`config.mk`:
```
export PLATFORM = sky130hd
export DESIGN_NAME = multi_function_pin_select
export DESIGN_NICKNAME = d
export VERILOG_FILES = /design/src/pin_select_pkg.sv /design/src/multi_function_pin_select.sv /design/src/pin_sync.sv /design/src/serial_pin_mux.sv
export VERILOG_INCLUDE_DIRS = /design/src
export SDC_FILE = /design/constraint.sdc
export NUM_CORES = 1
export LEC_CHECK = 0
export ABC_CLOCK_PERIOD_IN_PS = 1300
export BUFFER_PORTS_ARGS = -buffer_cell sky130_fd_sc_hd__buf_2
export CAP_MARGIN = 20
export CORE_AREA = 2 2 164 166
export DETAILED_ROUTE_END_ITERATION = 7
export DIE_AREA = 0 0 166 168
export PLACE_DENSITY_LB_ADDON = 0.1
export RECOVER_POWER = 25
export REMOVE_ABC_BUFFERS = 1
export SLEW_MARGIN = 30
export SYNTH_ARGS = -nofsm -noshare
export SYNTH_HDL_FRONTEND = slang
export SYNTH_SLANG_ARGS = --single-unit
```
`constraint.sdc`:
```
create_clock -name core_clk -period 1.3 [get_ports core_clk]
set_input_delay 0.26 -clock core_clk [delete_from_list [all_inputs] [get_ports core_clk]]
set_output_delay 0.26 -clock core_clk [all_outputs]
set_load 0.02 [all_outputs]
```
`src/pin_select_map.svh`:
```
// Constants for the multi-function pin select block
`ifndef PIN_SELECT_MAP_SVH
`define PIN_SELECT_MAP_SVH
`define SER_MODE_I2C      3'h4
`define SER_MODE_MAX_SIO  3'h3
`define P7_FS_BIT         3
`define PA_PPG_PINS       4
`define BUS_PINS          16
`define HIGH_ADDR_PINS    8
`define MODE_PINS         3
`define SYNC_STAGES       3
`define EXT_BUS_PIN_CTRL_REG_WRITE_EN     0
`define EXT_BUS_PIN_CTRL_REG_HOLD_EN      1
`define EXT_BUS_PIN_CTRL_REG_READY_EN     2
`define EXT_BUS_PIN_CTRL_REG_CLK_EN       3
`endif

```
`src/pin_select_pkg.sv`:
```
// Types shared by the pin select block
package pin_select_pkg;
    typedef enum logic [1:0] {
        phase_idle = 2'b00,
        phase_addr = 2'b01,
        phase_data = 2'b10
    } bus_phase_t;
endpackage

```
`src/multi_function_pin_select.sv`:
```
// Multi-function pin selection for serial, PPG and external bus pins
`include "pin_select_map.svh"
module multi_function_pin_select
    import pin_select_pkg::*;
(
    input  wire logic                        core_clk,
    input  wire logic                        rst_b,
    input  wire logic                        clk_en,
    // Control bits from software
    input  wire logic                        p7_bit3_func_select,
    input  wire logic [`PA_PPG_PINS-1:0]     porta_func_select_reg,
    input  wire logic                        write_strobe_enable,
    input  wire logic                        hold_enable,
    input  wire logic                        ready_enable,
    input  wire logic                        clock_out_enable,
    input  wire logic [`HIGH_ADDR_PINS-1:0]  high_addr_out_ctrl_reg,
    input  wire logic                        ext_bus_mode,
    input  wire logic                        multiplex_mode,
    input  wire logic                        bus_16bit,
    input  wire logic [2:0]                  serial_mode_ch4,
    // Peripheral side
    input  wire logic                        serial_clock_ch4,
    input  wire logic                        serial_out_ch4,
    input  wire logic [`PA_PPG_PINS-1:0]     pulse_gen_out,
    input  wire logic                        bus_cycle,
    input  wire logic                        bus_read,
    input  wire logic                        bus_write_low,
    input  wire logic                        bus_write_high,
    input  wire logic [`BUS_PINS-1:0]        bus_addr,
    input  wire logic [`BUS_PINS-1:0]        bus_wdata,
    input  wire logic [`HIGH_ADDR_PINS-1:0]  bus_high_addr,
    input  wire logic                        hold_grant,
    input  wire logic                        machine_clk,
    // Port data and direction registers
    input  wire logic [7:0]                  port_data,
    input  wire logic [7:0]                  port_dir,
    input  wire logic [`BUS_PINS-1:0]        port_bus_data,
    input  wire logic [`BUS_PINS-1:0]        port_bus_dir,
    input  wire logic [`HIGH_ADDR_PINS-1:0]  port2_data,
    input  wire logic [`HIGH_ADDR_PINS-1:0]  port2_dir,
    input  wire logic [`PA_PPG_PINS-1:0]     porta_data,
    input  wire logic [`PA_PPG_PINS-1:0]     porta_dir,
    // Pin inputs
    input  wire logic                        hold_request_in,
    input  wire logic                        ready_in,
    input  wire logic                        conv_trigger_in,
    input  wire logic [`MODE_PINS-1:0]       mode_pins,
    input  wire logic [`BUS_PINS-1:0]        bus_pins_i,
    // Pin outputs, enables active low
    output logic                             p73_o,
    output logic                             p73_oe_b,
    output logic                             p72_o,
    output logic                             p72_oe_b,
    output logic [`PA_PPG_PINS-1:0]          porta_o,
    output logic [`PA_PPG_PINS-1:0]          porta_oe_b,
    output logic                             addr_latch_o,
    output logic                             addr_latch_oe_b,
    output logic                             read_strobe_o,
    output logic                             read_strobe_oe_b,
    output logic                             low_write_strobe,
    output logic                             low_write_strobe_oe_b,
    output logic                             high_write_strobe,
    output logic                             high_write_strobe_oe_b,
    output logic                             hold_ack_out,
    output logic                             hold_ack_out_oe_b,
    output logic                             clk_out_o,
    output logic                             clk_out_oe_b,
    output logic [`BUS_PINS-1:0]             bus_pins_o,
    output logic [`BUS_PINS-1:0]             bus_pins_oe_b,
    output logic [`HIGH_ADDR_PINS-1:0]       port2_o,
    output logic [`HIGH_ADDR_PINS-1:0]       port2_oe_b,
    // Status to the core
    output logic                             hold_req_seen,
    output logic                             ready_seen,
    output logic                             conv_trigger,
    output logic                             ext_interrupt_in_18,
    output logic [`MODE_PINS-1:0]            mode_value,
    output logic [`BUS_PINS-1:0]             bus_rdata,
    output bus_phase_t                       bus_phase
);
    logic                 hold_sync;
    logic                 ready_sync;
    logic                 trig_sync;
    logic [`MODE_PINS-1:0] mode_sync;
    logic [`BUS_PINS-1:0] bus_sync;
    logic                 trig_prev;
    logic                 ser_clk_o;
    logic                 ser_clk_oe_b;
    logic                 ser_dat_o;
    logic                 ser_dat_oe_b;
    bus_phase_t           next_bus_phase;

    pin_sync #(.WIDTH(3)) u_sync_ctl (
        .core_clk (core_clk),
        .rst_b    (rst_b),
        .clk_en   (clk_en),
        .pin_in   ({hold_request_in, ready_in, conv_trigger_in}),
        .pin_out  ({hold_sync, ready_sync, trig_sync})
    );

    pin_sync #(.WIDTH(`MODE_PINS + `BUS_PINS)) u_sync_dat (
        .core_clk (core_clk),
        .rst_b    (rst_b),
        .clk_en   (clk_en),
        .pin_in   ({mode_pins, bus_pins_i}),
        .pin_out  ({mode_sync, bus_sync})
    );

    // Channel 4 serial on port 7 bits 3 and 2
    serial_pin_mux u_ser4 (
        .routed        (p7_bit3_func_select),
        .serial_mode   (serial_mode_ch4),
        .sclk_out      (serial_clock_ch4),
        .sdata_out     (serial_out_ch4),
        .port_clk_data (port_data[3]),
        .port_clk_dir  (port_dir[3]),
        .port_dat_data (port_data[2]),
        .port_dat_dir  (port_dir[2]),
        .clk_pin_o     (ser_clk_o),
        .clk_pin_oe_b  (ser_clk_oe_b),
        .dat_pin_o     (ser_dat_o),
        .dat_pin_oe_b  (ser_dat_oe_b)
    );

    // Pin drivers registered so data outputs come from flip-flops
    always_ff @(posedge core_clk or negedge rst_b) begin
        if (!rst_b) begin
            p73_o    <= 1'b0;
            p73_oe_b <= 1'b1;
            p72_o    <= 1'b0;
            p72_oe_b <= 1'b1;
        end else if (clk_en) begin
            p73_o    <= ser_clk_o;
            p73_oe_b <= ser_clk_oe_b;
            p72_o    <= ser_dat_o;
            p72_oe_b <= ser_dat_oe_b;
        end
    end

    always_ff @(posedge core_clk or negedge rst_b) begin
        if (!rst_b) begin
            porta_o    <= '0;
            porta_oe_b <= '1;
        end else if (clk_en) begin
            for (int i = 0; i < `PA_PPG_PINS; i++) begin
                if (porta_func_select_reg[i]) begin
                    porta_o[i]    <= pulse_gen_out[i];
                    porta_oe_b[i] <= 1'b0;
                end else begin
                    porta_o[i]    <= porta_data[i];
                    porta_oe_b[i] <= ~porta_dir[i];
                end
            end
        end
    end

    // Port 5 control pins
    always_ff @(posedge core_clk or negedge rst_b) begin
        if (!rst_b) begin
            addr_latch_o           <= 1'b0;
            addr_latch_oe_b        <= 1'b1;
            read_strobe_o          <= 1'b1;
            read_strobe_oe_b       <= 1'b1;
            low_write_strobe       <= 1'b1;
            low_write_strobe_oe_b  <= 1'b1;
            high_write_strobe      <= 1'b1;
            high_write_strobe_oe_b <= 1'b1;
            hold_ack_out           <= 1'b1;
            hold_ack_out_oe_b      <= 1'b1;
            clk_out_o              <= 1'b0;
            clk_out_oe_b           <= 1'b1;
        end else if (clk_en) begin
            if (ext_bus_mode) begin
                addr_latch_o     <= (next_bus_phase == phase_addr);
                addr_latch_oe_b  <= 1'b0;
                read_strobe_o    <= ~(bus_cycle && bus_read);
                read_strobe_oe_b <= 1'b0;
            end else begin
                addr_latch_o     <= port_data[0];
                addr_latch_oe_b  <= ~port_dir[0];
                read_strobe_o    <= port_data[1];
                read_strobe_oe_b <= ~port_dir[1];
            end
            if (ext_bus_mode && write_strobe_enable) begin
                low_write_strobe      <= ~(bus_cycle && bus_write_low);
                low_write_strobe_oe_b <= 1'b0;
            end else begin
                low_write_strobe      <= port_data[2];
                low_write_strobe_oe_b <= ~port_dir[2];
            end
            if (ext_bus_mode && write_strobe_enable && bus_16bit) begin
                high_write_strobe      <= ~(bus_cycle && bus_write_high);
                high_write_strobe_oe_b <= 1'b0;
            end else begin
                high_write_strobe      <= port_data[3];
                high_write_strobe_oe_b <= ~port_dir[3];
            end
            if (ext_bus_mode && hold_enable) begin
                hold_ack_out      <= ~hold_grant;
                hold_ack_out_oe_b <= 1'b0;
            end else begin
                hold_ack_out      <= port_data[5];
                hold_ack_out_oe_b <= ~port_dir[5];
            end
            if (ext_bus_mode && clock_out_enable) begin
                clk_out_o    <= machine_clk;
                clk_out_oe_b <= 1'b0;
            end else begin
                clk_out_o    <= port_data[7];
                clk_out_oe_b <= ~port_dir[7];
            end
        end
    end
    // Hold request and ready only sampled when their pins are enabled
    always_ff @(posedge core_clk or negedge rst_b) begin
        if (!rst_b) begin
            hold_req_seen <= 1'b0;
            ready_seen    <= 1'b1;
        end else if (clk_en) begin
            hold_req_seen <= ext_bus_mode && hold_enable && hold_sync;
            ready_seen    <= !(ext_bus_mode && ready_enable) || ready_sync;
        end
    end
    // Bus phase sequencing for multiplexed and non-multiplexed cycles
    always_comb begin
        next_bus_phase = phase_idle;
        case (bus_phase)
            phase_idle: next_bus_phase = bus_cycle ?
                (multiplex_mode ? phase_addr : phase_data) : phase_idle;
            phase_addr: next_bus_phase = phase_data;
            phase_data: next_bus_phase = bus_cycle ? phase_data : phase_idle;
            default:    next_bus_phase = phase_idle;
        endcase
    end
    always_ff @(posedge core_clk or negedge rst_b) begin
        if (!rst_b) bus_phase <= phase_idle;
        else if (clk_en) bus_phase <= ext_bus_mode ? next_bus_phase : phase_idle;
    end
    always_ff @(posedge core_clk or negedge rst_b) begin
        if (!rst_b) begin
            bus_pins_o    <= '0;
            bus_pins_oe_b <= '1;
        end else if (clk_en) begin
            if (ext_bus_mode && next_bus_phase == phase_addr) begin
                bus_pins_o    <= bus_addr;
                bus_pins_oe_b <= '0;
            end else if (ext_bus_mode && next_bus_phase == phase_data) begin
                // Data phase in both multiplex and non-multiplex mode; released for reads
                bus_pins_o    <= bus_wdata;
                bus_pins_oe_b <= bus_read ? '1 : '0;
            end else if (ext_bus_mode) begin
                bus_pins_o    <= '0;
                bus_pins_oe_b <= '1;
            end else begin
                bus_pins_o    <= port_bus_data;
                bus_pins_oe_b <= ~port_bus_dir;
            end
        end
    end
    always_ff @(posedge core_clk or negedge rst_b) begin
        if (!rst_b) bus_rdata <= '0;
        else if (clk_en) bus_rdata <= bus_sync;
    end
    always_ff @(posedge core_clk or negedge rst_b) begin
        if (!rst_b) begin
            port2_o    <= '0;
            port2_oe_b <= '1;
        end else if (clk_en) begin
            for (int i = 0; i < `HIGH_ADDR_PINS; i++) begin
                if (ext_bus_mode && !high_addr_out_ctrl_reg[i]) begin
                    port2_o[i]    <= bus_high_addr[i];
                    port2_oe_b[i] <= 1'b0;
                end else begin
                    port2_o[i]    <= port2_data[i];
                    port2_oe_b[i] <= ~port2_dir[i];
                end
            end
        end
    end
    // Shared trigger pin: rising edge starts conversion, level to irq
    always_ff @(posedge core_clk or negedge rst_b) begin
        if (!rst_b) begin
            trig_prev           <= 1'b0;
            conv_trigger        <= 1'b0;
            ext_interrupt_in_18 <= 1'b0;
        end else if (clk_en) begin
            trig_prev           <= trig_sync;
            conv_trigger        <= trig_sync && !trig_prev;
            ext_interrupt_in_18 <= trig_sync;
        end
    end
    always_ff @(posedge core_clk or negedge rst_b) begin
        if (!rst_b) mode_value <= '0;
        else if (clk_en) mode_value <= mode_sync;
    end
    a_porta_ppg: assert property (@(posedge core_clk) disable iff (!rst_b)
        clk_en && porta_func_select_reg[0] |=> porta_oe_b[0] == 1'b0)
        else $error("port A pin 0 not driven for PPG");
    a_write_off: assert property (@(posedge core_clk) disable iff (!rst_b)
        clk_en && !write_strobe_enable
        |=> low_write_strobe_oe_b == !$past(port_dir[2]))
        else $error("low write strobe not port when disabled");
    a_high_strobe: assert property (@(posedge core_clk) disable iff (!rst_b)
        clk_en && ext_bus_mode && write_strobe_enable && !bus_16bit
        && !port_dir[3] |=> high_write_strobe_oe_b)
        else $error("high strobe driven on 8-bit bus");
    a_hold_off: assert property (@(posedge core_clk) disable iff (!rst_b)
        clk_en && !hold_enable |=> !hold_req_seen)
        else $error("hold request seen while disabled");
    a_ready_off: assert property (@(posedge core_clk) disable iff (!rst_b)
        clk_en && !ready_enable |=> ready_seen)
        else $error("ready sampled while disabled");
    a_clk_out: assert property (@(posedge core_clk) disable iff (!rst_b)
        clk_en && ext_bus_mode && clock_out_enable |=> !clk_out_oe_b)
        else $error("clock output not driven");
    a_high_addr: assert property (@(posedge core_clk) disable iff (!rst_b)
        clk_en && ext_bus_mode && !high_addr_out_ctrl_reg[0]
        |=> port2_o[0] == $past(bus_high_addr[0]))
        else $error("high address bit not output");
    a_addr_phase: assert property (@(posedge core_clk) disable iff (!rst_b)
        clk_en && bus_phase == phase_addr && ext_bus_mode
        |-> addr_latch_o && !bus_pins_oe_b[0])
        else $error("address phase without latch enable");
    a_serial_pin: assert property (@(posedge core_clk) disable iff (!rst_b)
        clk_en && p7_bit3_func_select && serial_mode_ch4 <= `SER_MODE_MAX_SIO
        |=> !p73_oe_b && p73_o == $past(serial_clock_ch4))
        else $error("serial clock not on port 7 bit 3");
endmodule // multi_function_pin_select

```
`src/pin_sync.sv`:
```
// Three-stage synchroniser with agreement filter
`include "pin_select_map.svh"
module pin_sync #(
    parameter int WIDTH = 1
) (
    input  wire logic             core_clk,
    input  wire logic             rst_b,
    input  wire logic             clk_en,
    input  wire logic [WIDTH-1:0] pin_in,
    output logic      [WIDTH-1:0] pin_out
);
    logic [WIDTH-1:0] stage1;
    logic [WIDTH-1:0] stage2;
    logic [WIDTH-1:0] stage3;

    // Elaboration-time refusal of an empty synchroniser
    if (WIDTH < 1) begin : g_bad_width
        $error("pin_sync width must be positive");
    end

    always_ff @(posedge core_clk or negedge rst_b) begin
        if (!rst_b) begin
            stage1 <= '0;
            stage2 <= '0;
            stage3 <= '0;
        end else if (clk_en) begin
            stage1 <= pin_in;
            stage2 <= stage1;
            stage3 <= stage2;
        end
    end

    // Change accepted only when stages two and three agree
    always_ff @(posedge core_clk or negedge rst_b) begin
        if (!rst_b) begin
            pin_out <= '0;
        end else if (clk_en) begin
            for (int i = 0; i < WIDTH; i++) begin
                if (stage2[i] == stage3[i]) pin_out[i] <= stage3[i];
            end
        end
    end
endmodule // pin_sync

```
`src/serial_pin_mux.sv`:
```
// Serial clock/data pin steering for one channel
`include "pin_select_map.svh"
module serial_pin_mux (
    input  wire logic       routed,
    input  wire logic [2:0] serial_mode,
    input  wire logic       sclk_out,
    input  wire logic       sdata_out,
    input  wire logic       port_clk_data,
    input  wire logic       port_clk_dir,
    input  wire logic       port_dat_data,
    input  wire logic       port_dat_dir,
    output logic            clk_pin_o,
    output logic            clk_pin_oe_b,
    output logic            dat_pin_o,
    output logic            dat_pin_oe_b
);
    logic i2c;
    logic sio;
    assign i2c = (serial_mode == `SER_MODE_I2C);
    assign sio = (serial_mode <= `SER_MODE_MAX_SIO);

    always_comb begin
        clk_pin_o    = port_clk_data;
        clk_pin_oe_b = ~port_clk_dir;
        dat_pin_o    = port_dat_data;
        dat_pin_oe_b = ~port_dat_dir;
        if (routed && sio) begin
            clk_pin_o    = sclk_out;
            clk_pin_oe_b = 1'b0;
            dat_pin_o    = sdata_out;
            dat_pin_oe_b = 1'b0;
        end else if (routed && i2c) begin
            // Open drain: only drive low, release for high
            clk_pin_o    = 1'b0;
            clk_pin_oe_b = sclk_out;
            dat_pin_o    = 1'b0;
            dat_pin_oe_b = sdata_out;
        end
    end
endmodule // serial_pin_mux

```
Word-level counts from Yosys, hierarchy flattened
Cells that the tools add are included.
{"block": "totals", "register_bits": 185, "input_bits": 172, "out_inout_bits": 97, "elab_cells": 220}
{"block": "classes", "magnitude_cmp": 1, "n_eq_ne": 27, "n_mux": 56, "bitwise_logic": 23, "reduce_logical": 56}
{"cell": "16-bit 2-to-1 mux", "count": 7}
{"cell": "1-bit 2-to-1 mux", "count": 44}
{"cell": "2-bit AND reduction", "count": 22}
{"cell": "1-bit equality test", "count": 22}
{"cell": "1-bit logical AND", "count": 22}
{"cell": "1-bit NOT", "count": 22}
{"cell": "16-bit NOT", "count": 1}
{"cell": "1-bit logical NOT", "count": 10}
{"cell": "2-bit 2-to-1 mux", "count": 4}
{"cell": "2-bit one-hot mux with 3 select lines", "count": 1}
{"cell": "2-bit by 1-bit equality test with 1-bit output, second input constant", "count": 2}
{"cell": "2-bit equality test, second input constant", "count": 2}
{"cell": "3-bit equality test, second input constant", "count": 1}
{"cell": "3-bit by 2-bit <= comparator with 1-bit output, second input constant", "count": 1}
{"cell": "2-bit logical NOT", "count": 1}
{"cell": "1-bit logical OR", "count": 1}

Longest topological paths before layout
Gate-level depths: netlist (run 1).
{"block": "depth", "depth_word": 7, "depth_mapped": 6, "ltp_nobuf": 4}

Cells and area by module
Synthesis (run 1) repeated with hierarchy kept, for this count alone.
{"block": "unflattened", "cells_unflattened": 642, "hier_area_um2": 8191.6}
{"module": "multi_function_pin_select", "instances": 1, "cells_each": 390, "area_per_inst_um2": 4455.5, "seq_area_each_um2": 2478.6}
{"module": "pin_sync at u_sync_dat", "instances": 1, "cells_each": 205, "area_per_inst_um2": 3144.3, "seq_area_each_um2": 1901.8}
{"module": "pin_sync at u_sync_ctl", "instances": 1, "cells_each": 36, "area_per_inst_um2": 513.0, "seq_area_each_um2": 300.3}
{"module": "serial_pin_mux", "instances": 1, "cells_each": 11, "area_per_inst_um2": 78.8, "seq_area_each_um2": 0.0}

Worst setup path before layout (run 1)
OpenSTA, ideal clock, no wires.
{"block": "synth_timing", "path_kind": "register -> register", "from": "register bus_phase[1]", "to": "register bus_pins_o[10]", "setup_time_ps": 124, "arrival_ps": 1331, "t_required_ps": 1176, "slack_ps": -155, "stages_incl_launch_ff": 6, "n_path_buf": 1, "period_less_slack_ps": 1455, "cell_sequence": "dfrtp_1 > and4bb_1 > a21bo_2 > buf_6 > a21oi_1 > a21oi_1"}
{"block": "synth_between", "elab_chain_cells": 6, "elab_cells_between_ends": 10, "cone_classes": "eq/ne: 4; mux: 3; reduce/logical: 3"}
{"element": "start: declaration", "line": "multi_function_pin_select.sv:79", "source": "output bus_phase_t bus_phase"}
{"element": "start signal: assignment", "line": "multi_function_pin_select.sv:236", "source": "if (!rst_b) bus_phase <= phase_idle;"}
{"element": "start signal: assignment", "line": "multi_function_pin_select.sv:237", "source": "else if (clk_en) bus_phase <= ext_bus_mode ? next_bus_phase : phase_idle;"}
{"element": "2-bit equality test (tied with other cells)", "line": "multi_function_pin_select.sv:227", "source": "case (bus_phase)"}
{"element": "2-bit one-hot mux with 3 select lines *", "line": "multi_function_pin_select.sv:227"}
{"element": "2-bit equality test", "line": "multi_function_pin_select.sv:247", "source": "end else if (ext_bus_mode && next_bus_phase == phase_data) begin"}
{"element": "1-bit logical AND", "line": "multi_function_pin_select.sv:247"}
{"element": "16-bit 2-to-1 mux", "line": "multi_function_pin_select.sv:247"}
{"element": "16-bit 2-to-1 mux *", "line": "multi_function_pin_select.sv:244", "source": "if (ext_bus_mode && next_bus_phase == phase_addr) begin"}
{"element": "end signal: assignment", "line": "multi_function_pin_select.sv:245", "source": "bus_pins_o <= bus_addr;"}
{"element": "end signal: assignment", "line": "multi_function_pin_select.sv:249", "source": "bus_pins_o <= bus_wdata;"}
{"element": "end signal: assignment", "line": "multi_function_pin_select.sv:255", "source": "bus_pins_o <= port_bus_data;"}
{"element": "end: declaration", "line": "multi_function_pin_select.sv:68", "source": "output logic [`BUS_PINS-1:0] bus_pins_o,"}
Mark *: on every way between the ends. The rest lies on a longest branch, timed or not.
A chain may end at the register's enable or synchronous reset.

Worst setup path in the final report (run 1)
{"block": "layout_timing", "from": "register addr_latch_oe_b", "to": "output addr_latch_oe_b"}
{"element": "start: declaration", "line": "multi_function_pin_select.sv:57", "source": "output logic addr_latch_oe_b,"}
{"element": "start signal: assignment", "line": "multi_function_pin_select.sv:180", "source": "addr_latch_oe_b <= ~port_dir[0];"}
No word-level cell between the ends.

==> metrics, run 1 <==
final core occ=around 41%; Final min period=1380 ps; Cells after Synth=660; Hold Fails Final Rpt=0; clock-pin slew on the worst setup and hold paths=around 70 ps; Synth area leader=dfrtp_1; worst vdd ir=615 uV; leakage=about 5 nW; Syn. warnings=0; port bufs=264; via count=between 6000 and 7000; core area=0.0264 sq mm; failing checks=setup timing; Arr. time, crit path=around 1100 ps; Final ANT Viol Nets=0; fin nets=about 1100; Via density=4.63; wirelength, routed=20.2 mm; clk_lat worst skew=around 430 ps; Area Growth Syn to Fin=38.7%; GP Congestion=roughly 0.83; n_diodes=0; CP bufs+invs=1; CTS tree=built; Max-slew headroom=55.6%; H-tree levels=4; die area=between 0.02 and 0.03 sq mm; routed wire length per instance=15.5 microns; share of post-route cells with drive strength above 1=51.8%; synthesized cell area=0.00778 sq mm; HP Class=input pin to register; fin. max-slew vios=0; total CTS buffers=17; drt first pass iters=6; RSZ-0062 raised after global routing=true; Power Density=about 1500 mW/mm^2; GR Overflow Total=0; Crit-path slowest cell=dfstp_2; violation count after the first detailed-routing iteration=about 200; number of global-route vias before repair=5925; initial antenna violation count=0; Max clock buf depth=2; Fin Hold WS=23.2 ps; clk sinks=185; row count=60; Pwr Total=0.0162 W; Starting Density=29.5%; CP cell instances=buf_6; first-pass GRT wire length=32.4 mm; Peak Freq=727 MHz; CTS Root Buffer Type=clkbuf_16; Synth top area share=46.3%; slew at the pin with the worst max-slew slack=around 670 ps; MaxCap Viol Count=0; slowest stage delay, CP=570 ps; post-route setup TNS=-2460 ps; Seq/Total Area, Yosys=roughly three fifths; GRT Util Overall=14.5%; Setup violations, final=just under 60; Max Clock Skew=about 15 ps; top post-synthesis cells by area=dfrtp_1 46%, mux2_2 15%, dfstp_2 14%; status=finished, violations left; post-synthesis register bit count=roughly 190; drc violations=0; FILL cells=2584; die width=about 170 microns; largest net degree at the start of global routing=71; delay-heaviest family, CP=flip-flops; Synth cell types=33; critical path class=register to primary output; crit path max fanout=2; Worst Setup End Kind=primary output; DIE HEIGHT=168 microns; dpl hpwl=14.5 mm; worst path required time=1040 ps; I/O Pins=269; setup ws final=-76.1 ps; Tcrit/Tclk final=106%; crit start category=register; Avg Cell Area, Syn=11.8 sq um
[registers in the layout, summed over array words and instances, names as in the netlist, 2 cells and up]
signal	flops
u_sync_dat.stage3	19
u_sync_ctl.stage3	3
u_sync_ctl.pin_out	3
port2_oe_b	8
u_sync_dat.stage2	19
porta_oe_b	4
mode_value	3
bus_pins_oe_b	16
u_sync_dat.pin_out	19
bus_phase	2
bus_rdata	16
bus_pins_o	16
port2_o	8
u_sync_dat.stage1	19
porta_o	4
u_sync_ctl.stage1	3
u_sync_ctl.stage2	3
[metal layers]
metal	vias up	track usage (%)	share of wire [%]
li1	2902	-	-
met1	2891	18.4	44
met2	228	24.7	48
met3	21	3.60	6.4
met4	0	4.05	1.1
met5	-	0	0
[logic make-up (layout without fill, tap and decap cells)]
| logic type | after synthesis | after routing | synth area share (%) |
|---|---|---|---|
| DFF | 185 | 185 | 60.2 |
| AOI/OAI and AO/OA | 169 | 170 | 11.8 |
| buffers and inverters | 50 | 354 | 3.01 |
| muxes | 117 | 117 | 16.7 |
| and+or+nand+nor | 139 | 139 | 8.25 |
[final timing paths]
path	cells after the start	slack, ps	end	from
min in group asynchronous	2	380	conv_trigger	rst_b
setup reg to reg	4	-70	bus_pins_o[4]	bus_phase[0]
hold reg to reg	2	480	p73_oe_b	p73_oe_b
hold / removal	2	20	ready_seen	ready_enable
setup / recovery	1	-80	addr_latch_oe_b	addr_latch_oe_b
max in group asynchronous	4	50	u_sync_dat.pin_out[3]	rst_b
[layout by cell type, fill, tap and decap left out, drive strengths merged, types with 4 or more instances in the layout]
| cell | count |
|---|---|
| dfrtp | 144 |
| o21ai | 36 |
| dfstp | 41 |
| mux2i | 14 |
| a21oi | 100 |
| clkinv | 4 |
| nor2b | 4 |
| nand2b | 25 |
| nand2 | 24 |
| nand3 | 17 |
| clkbuf | 28 |
| o22ai | 23 |
| inv | 19 |
| buf | 296 |
| nor2 | 64 |
| dlygate4sd3 | 4 |
| mux2 | 103 |
[power breakdown]
group / leakage, nW / total [W] / internal (W) / switching (W)
Clock: 0.283 / 0.00525 / 0.00274 / 0.00251
Combinational: 2.49 / 0.00347 / 0.00169 / 0.00178
Sequential: 2.17 / 0.00745 / 0.00683 / 0.000620
Total: 4.94 / 0.0162 / 0.0113 / 0.00491
[layout make-up]
type                    instances  area, sq um  share of cell area [%]
flip-flops and latches        185         4680                    43.4
multi-input cells             426         2970                    27.6
repair buffers                310         2070                    19.2
clock buffers                  18          429                    3.98
well taps                     341          427                    3.96
clock inverters                14          158                    1.46
inverters                      12         45.0                   0.418
[what timing repair did]
item,in CTS,in global routing
cloned,1,0
resized for setup,97,21
endpoints found under the hold margin,84,0
pin swaps,4,7
setup buffers,2,0
endpoints found under the setup margin,71,77
hold buffers,4,0
[metrics by stage]
step / std cells / setup WS, ps / area [sq um]
after CTS: 1306 / -119 / 10800
final: 1306 / -76.1 / 10800
after detailed placement: 1267 / -132 / 9820
after global placement: 1267 / -117 / 9820
after global routing: 1306 / -124 / 10800
after floorplan: 622 / -133 / 7590
[worst reg2reg max path, cell delays in order, from the launching register on]
cell and delay [ps]:
dfrtp_1 420, and4bb_4 420, a21bo_4 250, a21oi_1 60, a21oi_1 150
[Yosys cell counts]
master     instances
a2bb2oi_1          2
buf_2             28
inv_2              1
and3_1             1
and4bb_1           1
o21ai_0           36
buf_6              1
o211ai_1           1
a41oi_1            2
nand2_1           23
and2_1             1
a21bo_2            1
o221ai_2           1
o22ai_1           22
a21oi_1          100
nor4bb_1           1
nand2_2            1
mux2i_1           14
nor2b_1            4
buf_1              2
dfrtp_1          144
mux2_2           103
inv_1             11
nand3b_1           1
o221ai_1           1
dfstp_2           41
nor2_1            64
clkbuf_1           6
a31oi_1            2
buf_4              1
o22ai_2            1
nand2b_1          25
nand3_1           17
Note: power is estimated with default switching activity, not from simulation.
==> inputs of run 2 (changes only) <==
Settings changed: ABC_CLOCK_PERIOD_IN_PS 1300 to 1100, BUFFER_PORTS_ARGS -buffer_cell sky130_fd_sc_hd__buf_2 to -buffer_cell sky130_fd_sc_hd__buf_4, CAP_MARGIN 20 to 30.
Clock period 1.3 ns to 1.1 ns, I/O delays scaled along.
==> run 2 against run 1 <==
The run still ends with setup timing left. Clock-buffer cell count is 1 higher. Die area stayed put. Combinational power grew 46%. Cell area is 12% higher. Hold slack gained 3.9 ps. Non-clock buffer count rose by 40. Global-route usage is 0.89 points higher. Critical endpoint is now bus_pins_o[13]. Final cell count up 3.0%. Critical path depth is 4 higher. Flip-flop and latch count did not move.
==> metrics, run 2 (synthesis gave the netlist of run 1 again) <==
GRT Util Overall=about 15%; Crit-path slowest cell=dfrtp_1; RSZ-0062 raised after global routing=true; status=finished, violations left; final instance area=0.0121 sq mm; die width=roughly 170 microns; violation count after the first detailed-routing iteration=338; GP Congestion=0.824; initial antenna violation count=0; dpl hpwl=15.4 mm; leakage=5.44 nW; setup ws final=-303 ps; dpl cell area=0.0106 sq mm; Hold Fails Final Rpt=0; failing checks=setup timing; fin nets=1163; Worst Setup End Kind=register; slew at the pin with the worst max-slew slack=approximately 540 ps; number of global-route vias before repair=6276; commonest cells after routing, fill and taps aside=209 x buf_4, 144 x dfrtp_1, 106 x buf_6, 103 x mux2_2, 79 x a21oi_1; port bufs=264; CP bufs+invs=1; MaxCap Viol Count=0; CTS tree=built; Arr. time, crit path=1720 ps; wirelength, routed=21.6 mm; Area Growth Syn to Fin=55.1%; row count=60; Final ANT Viol Nets=0; core area=0.0264 sq mm; drt first pass iters=4; final core occ=45.8%; via count=around 6300; Final min period=about 1400 ps; clk sinks=~190; fin. max-slew vios=0; GR Overflow Total=0; worst path required time=1410 ps; worst slack, placed=-245 ps; die area=0.0279 sq mm; n_diodes=0; clock-pin slew on the worst setup and hold paths=80 ps; routed wire length per instance=16.0 microns; H-tree levels=4; Setup violations, final=131; Peak Freq=713 MHz; critical path class=register to register; Max Clock Skew=13.1 ps; drc violations=0; share of post-route cells with drive strength above 1=55.6%; first-pass GRT wire length=34.4 mm; CTS Root Buffer Type=clkbuf_16; Starting Density=29.5%; total CTS buffers=17; commonest non-fill, non-tap cell in the layout=buf_4; I/O Pins=269; Max clock buf depth=2; crit path max fanout=6; largest net degree at the start of global routing=66; Tcrit/Tclk final=128%; HP Class=input pin to register; clk_lat worst skew=430 ps; crit start category=register; Via density=about 4.7; DIE HEIGHT=168 microns; CP cell instances=and4bb_2 > a21bo_4 > buf_6 > a21oi_2 > a21oi_1; worst vdd ir=811 uV; delay-heaviest family, CP=compound AO/OA/AOI/OAI gates; Power Density=about 1700 mW/mm^2; FILL cells=roughly 2500; post-route setup TNS=-21700 ps; slowest stage delay, CP=400 ps; Max-slew headroom=64.1%
## run 2: changes by cell type in the layout (fill, tap and decap cells not counted), moves of 6 or more
cell	delta
nand2_2	+6
a21oi_2	+10
buf_4	+187
buf_2	-214
buf_6	+58
buf_12	+7
nand2_1	-9
a21oi_1	-13
dlygate4sd3_1	+8
## run 2: path summary, 6_finish.rpt
check / slack [ps] / cells past startpoint / to / start
max reg2reg: -300 / 5 / bus_pins_o[13] / bus_phase[0]
min reg2reg: 490 / 2 / p72_oe_b / p72_oe_b
min in group asynchronous: 300 / 2 / porta_o[2] / rst_b
min: 30 / 2 / u_sync_dat.stage1[13] / bus_pins_i[13]
max: -300 / 5 / bus_pins_o[13] / bus_phase[0]
max in group asynchronous: 30 / 3 / bus_pins_oe_b[7] / rst_b
## run 2: final cells by class
type	instances	area [sq um]	area share, %
sequential	185	4680	38.8
timing repair buffer	350	3270	27.1
multi-input combinational	425	3060	25.4
clock buffer	19	443	3.67
tap	341	427	3.54
clock inverter	13	131	1.09
inverter	12	45.0	0.373
## run 2: what timing repair did
action / CTS / global route
cloned: 1 / 1
hold buffers: 12 / 0
endpoints found under the setup margin: 131 / 131
buffers inserted: 14 / 9
hold endpoints to repair: 162 / 0
resized for setup: 128 / 30
pin swaps: 10 / 7
## run 2: routing by layer
| metal | global-route usage, % | up-vias | share of wire (%) |
|---|---|---|---|
| met1 | 20.2 | 3103 | 44 |
| met2 | 25.8 | 192 | 49 |
| li1 | - | 3002 | - |
| met5 | 0 | - | 0 |
| met3 | 3.57 | 14 | 5.7 |
| met4 | 3.97 | 0 | 0.87 |
## run 2: per-stage QoR
step | instances | hold slack [ps] | power, W
finish | 1345 | 27.1 | 0.0200
detailed placement | 1276 | 102 | 0.0133
floorplan | 622 | -75.6 | 0.0109
global route | 1345 | 5.53 | 0.0211
CTS | 1335 | 0.303 | 0.0202
global placement | 1276 | 105 | 0.0133
## run 2: where the power goes
group          total [W]  leakage [nW]  internal, W  switching [W]
registers        0.00889          2.17      0.00808       0.000812
logic            0.00507          3.00      0.00284        0.00223
clock network    0.00603         0.277      0.00308        0.00295
total             0.0200          5.44       0.0140        0.00599
==> inputs of run 3 (changes only) <==
Settings changed: CORE_AREA 2 2 164 166 to 3 3 165 167, DIE_AREA 0 0 166 168 to 0 0 168 170.
==> run 3 against run 2 <==
The run still ends with setup timing left. Flip-flop and latch count unchanged. Clock-buffer cell count down 2. Sequential power about the same. Sequential share of layout area about the same. Global-route usage down 0.34 points. Clock skew up 2.3 ps. Die area up 2.4%. Final cell count down 0.59%. Hold slack worse by 6.9 ps. Non-clock buffer count down 2. Worst setup slack better by 9.2 ps. Via count down 2.2%. Critical path type unchanged. Critical endpoint is now bus_pins_o[2]. Largest cell class unchanged.
==> metrics, run 3 (synthesis gave the netlist of run 1 again) <==
status=finished, violations left; failing checks=setup timing; critical path class=register to register; n_diodes=0; commonest non-fill, non-tap cell in the layout=buf_4; Max clock buf depth=2; die width=168 microns; RSZ-0062 raised after global routing=true; clk_lat worst skew=420 ps; clk sinks=185; Worst Setup End Kind=register; crit path max fanout=8; grt met3 use=about 3.3%; H-tree levels=4; fin. max-slew vios=0; DIE HEIGHT=170 microns; Starting Density=between 30% and 40%; row count=59; Pwr Total=roughly 0.02 W; HP Class=input pin to register; drt first pass iters=4; total CTS buffers=17; Max-slew headroom=38.4%; met2 usage=approximately a quarter; Area Growth Syn to Fin=55.3%; FILL cells=2426; setup ws final=-294 ps; via count=a little over 6000; slew at the pin with the worst max-slew slack=924 ps; routed wire length per instance=around 16 microns; R2R setup slack=-290 ps; Arr. time, crit path=1740 ps; largest net degree at the start of global routing=62; crit start category=register; worst r2r dst=bus_pins_o[2]; WHS Path Cells=2; dpl cell area=0.0106 sq mm; clock-pin slew on the worst setup and hold paths=80 ps; Setup violations, final=298; Power Density=1660 mW/mm^2; worst hold start=bus_pins_i[10]; Final ANT Viol Nets=0; I/O Pins=269; wirelength, routed=21.7 mm; Hold Fails Final Rpt=0; GP Congestion=0.775; final core occ=46.6%; GRT Util Overall=approximately 15%; grt peak-use layer=met2; final instance area=0.0121 sq mm; CTS tree=built; Max Clock Skew=15.4 ps; commonest cells after routing, fill and taps aside=215 x buf_4, 144 x dfrtp_1, 103 x mux2_2, 102 x buf_6, 70 x a21oi_1; leakage=5.43 nW; first-pass GRT wire length=approximately 35 mm; dpl hpwl=15.7 mm; R2R depth=6; GR Overflow Total=0; worst path required time=between 1000 and 1500 ps; r2r startpoint=bus_phase[0]; fin nets=between 1000 and 1500; drc violations=0; MaxCap Viol Count=0; Final min period=1390 ps; die area=0.0286 sq mm; Via density=4.62; number of global-route vias before repair=6170; port bufs=264; violation count after the first detailed-routing iteration=285; initial antenna violation count=0; core area=0.0259 sq mm; CTS Root Buffer Type=clkbuf_16; worst vdd ir=882 uV; Peak Freq=718 MHz; Hold Path Sink=u_sync_dat.stage1[10]; M1 GR Usage=20.7%; share of post-route cells with drive strength above 1=approximately 57%; Tcrit/Tclk final=127%
## run 3: final cells by class
type	count	area, sq um	share of cell area [%]
Clock inverter	15	174	1.44
Tap cell	335	419	3.47
Inverter	12	45.0	0.373
Clock buffer	17	425	3.52
Multi-Input combinational cell	425	3120	25.8
Timing Repair Buffer	348	3210	26.6
Sequential cell	185	4680	38.8
## run 3: worst max path at each step
stage	start	end	slack (ps)
CTS	bus_phase[0]	bus_pins_o[2]	-270
detailed placement	bus_phase[0]	bus_pins_o[10]	-300
finish	bus_phase[0]	bus_pins_o[2]	-290
floorplan	bus_phase[0]	bus_pins_oe_b[15]	-330
global placement	bus_phase[0]	bus_pins_o[4]	-260
global route	bus_phase[0]	bus_pins_o[11]	-370
## run 3: layer usage
metal | wire length, microns | vias to the layer above | share of wire, %
li1 | - | 2988 | -
met1 | 10000 | 2995 | 46
met2 | 10200 | 178 | 47
met3 | 1190 | 13 | 5.5
met4 | 297 | 0 | 1.4
met5 | 0 | - | 0
## run 3: through the flow
stage	instances	setup TNS, ps	setup slack (ps)	hold slack (ps)
2_1_floorplan	622	-8690	-333	-75.6
3_3_place_gp	1273	-19680	-261	148
3_5_place_dp	1273	-20440	-297	144
4_1_cts	1332	-23250	-273	1.10
5_1_grt	1337	-52540	-366	4.83
6_report	1337	-32120	-294	20.2
## run 3: critical path, cell delays in order, from the launching register on
cell	delay (ps)
dfrtp_1	420
buf_6	140
nand2b_4	160
o22ai_4	180
buf_8	190
nand3_2	90
a21oi_2	140
## run 3: power breakdown
group	switching, W	total, W	internal [W]
Clock	0.00308	0.00616	0.00308
Combinational	0.00224	0.00502	0.00278
Sequential	0.000817	0.00889	0.00808
Total	0.00614	0.0201	0.0139
## run 3: repair_timing
action / CTS / global route
resized for setup: 152 / 18
setup buffers: 12 / 8
setup endpoints to repair: 131 / 132
pin swaps: 34 / 12
endpoints found under the hold margin: 125 / 0
gates cloned: 1 / 0
hold buffers: 14 / 0
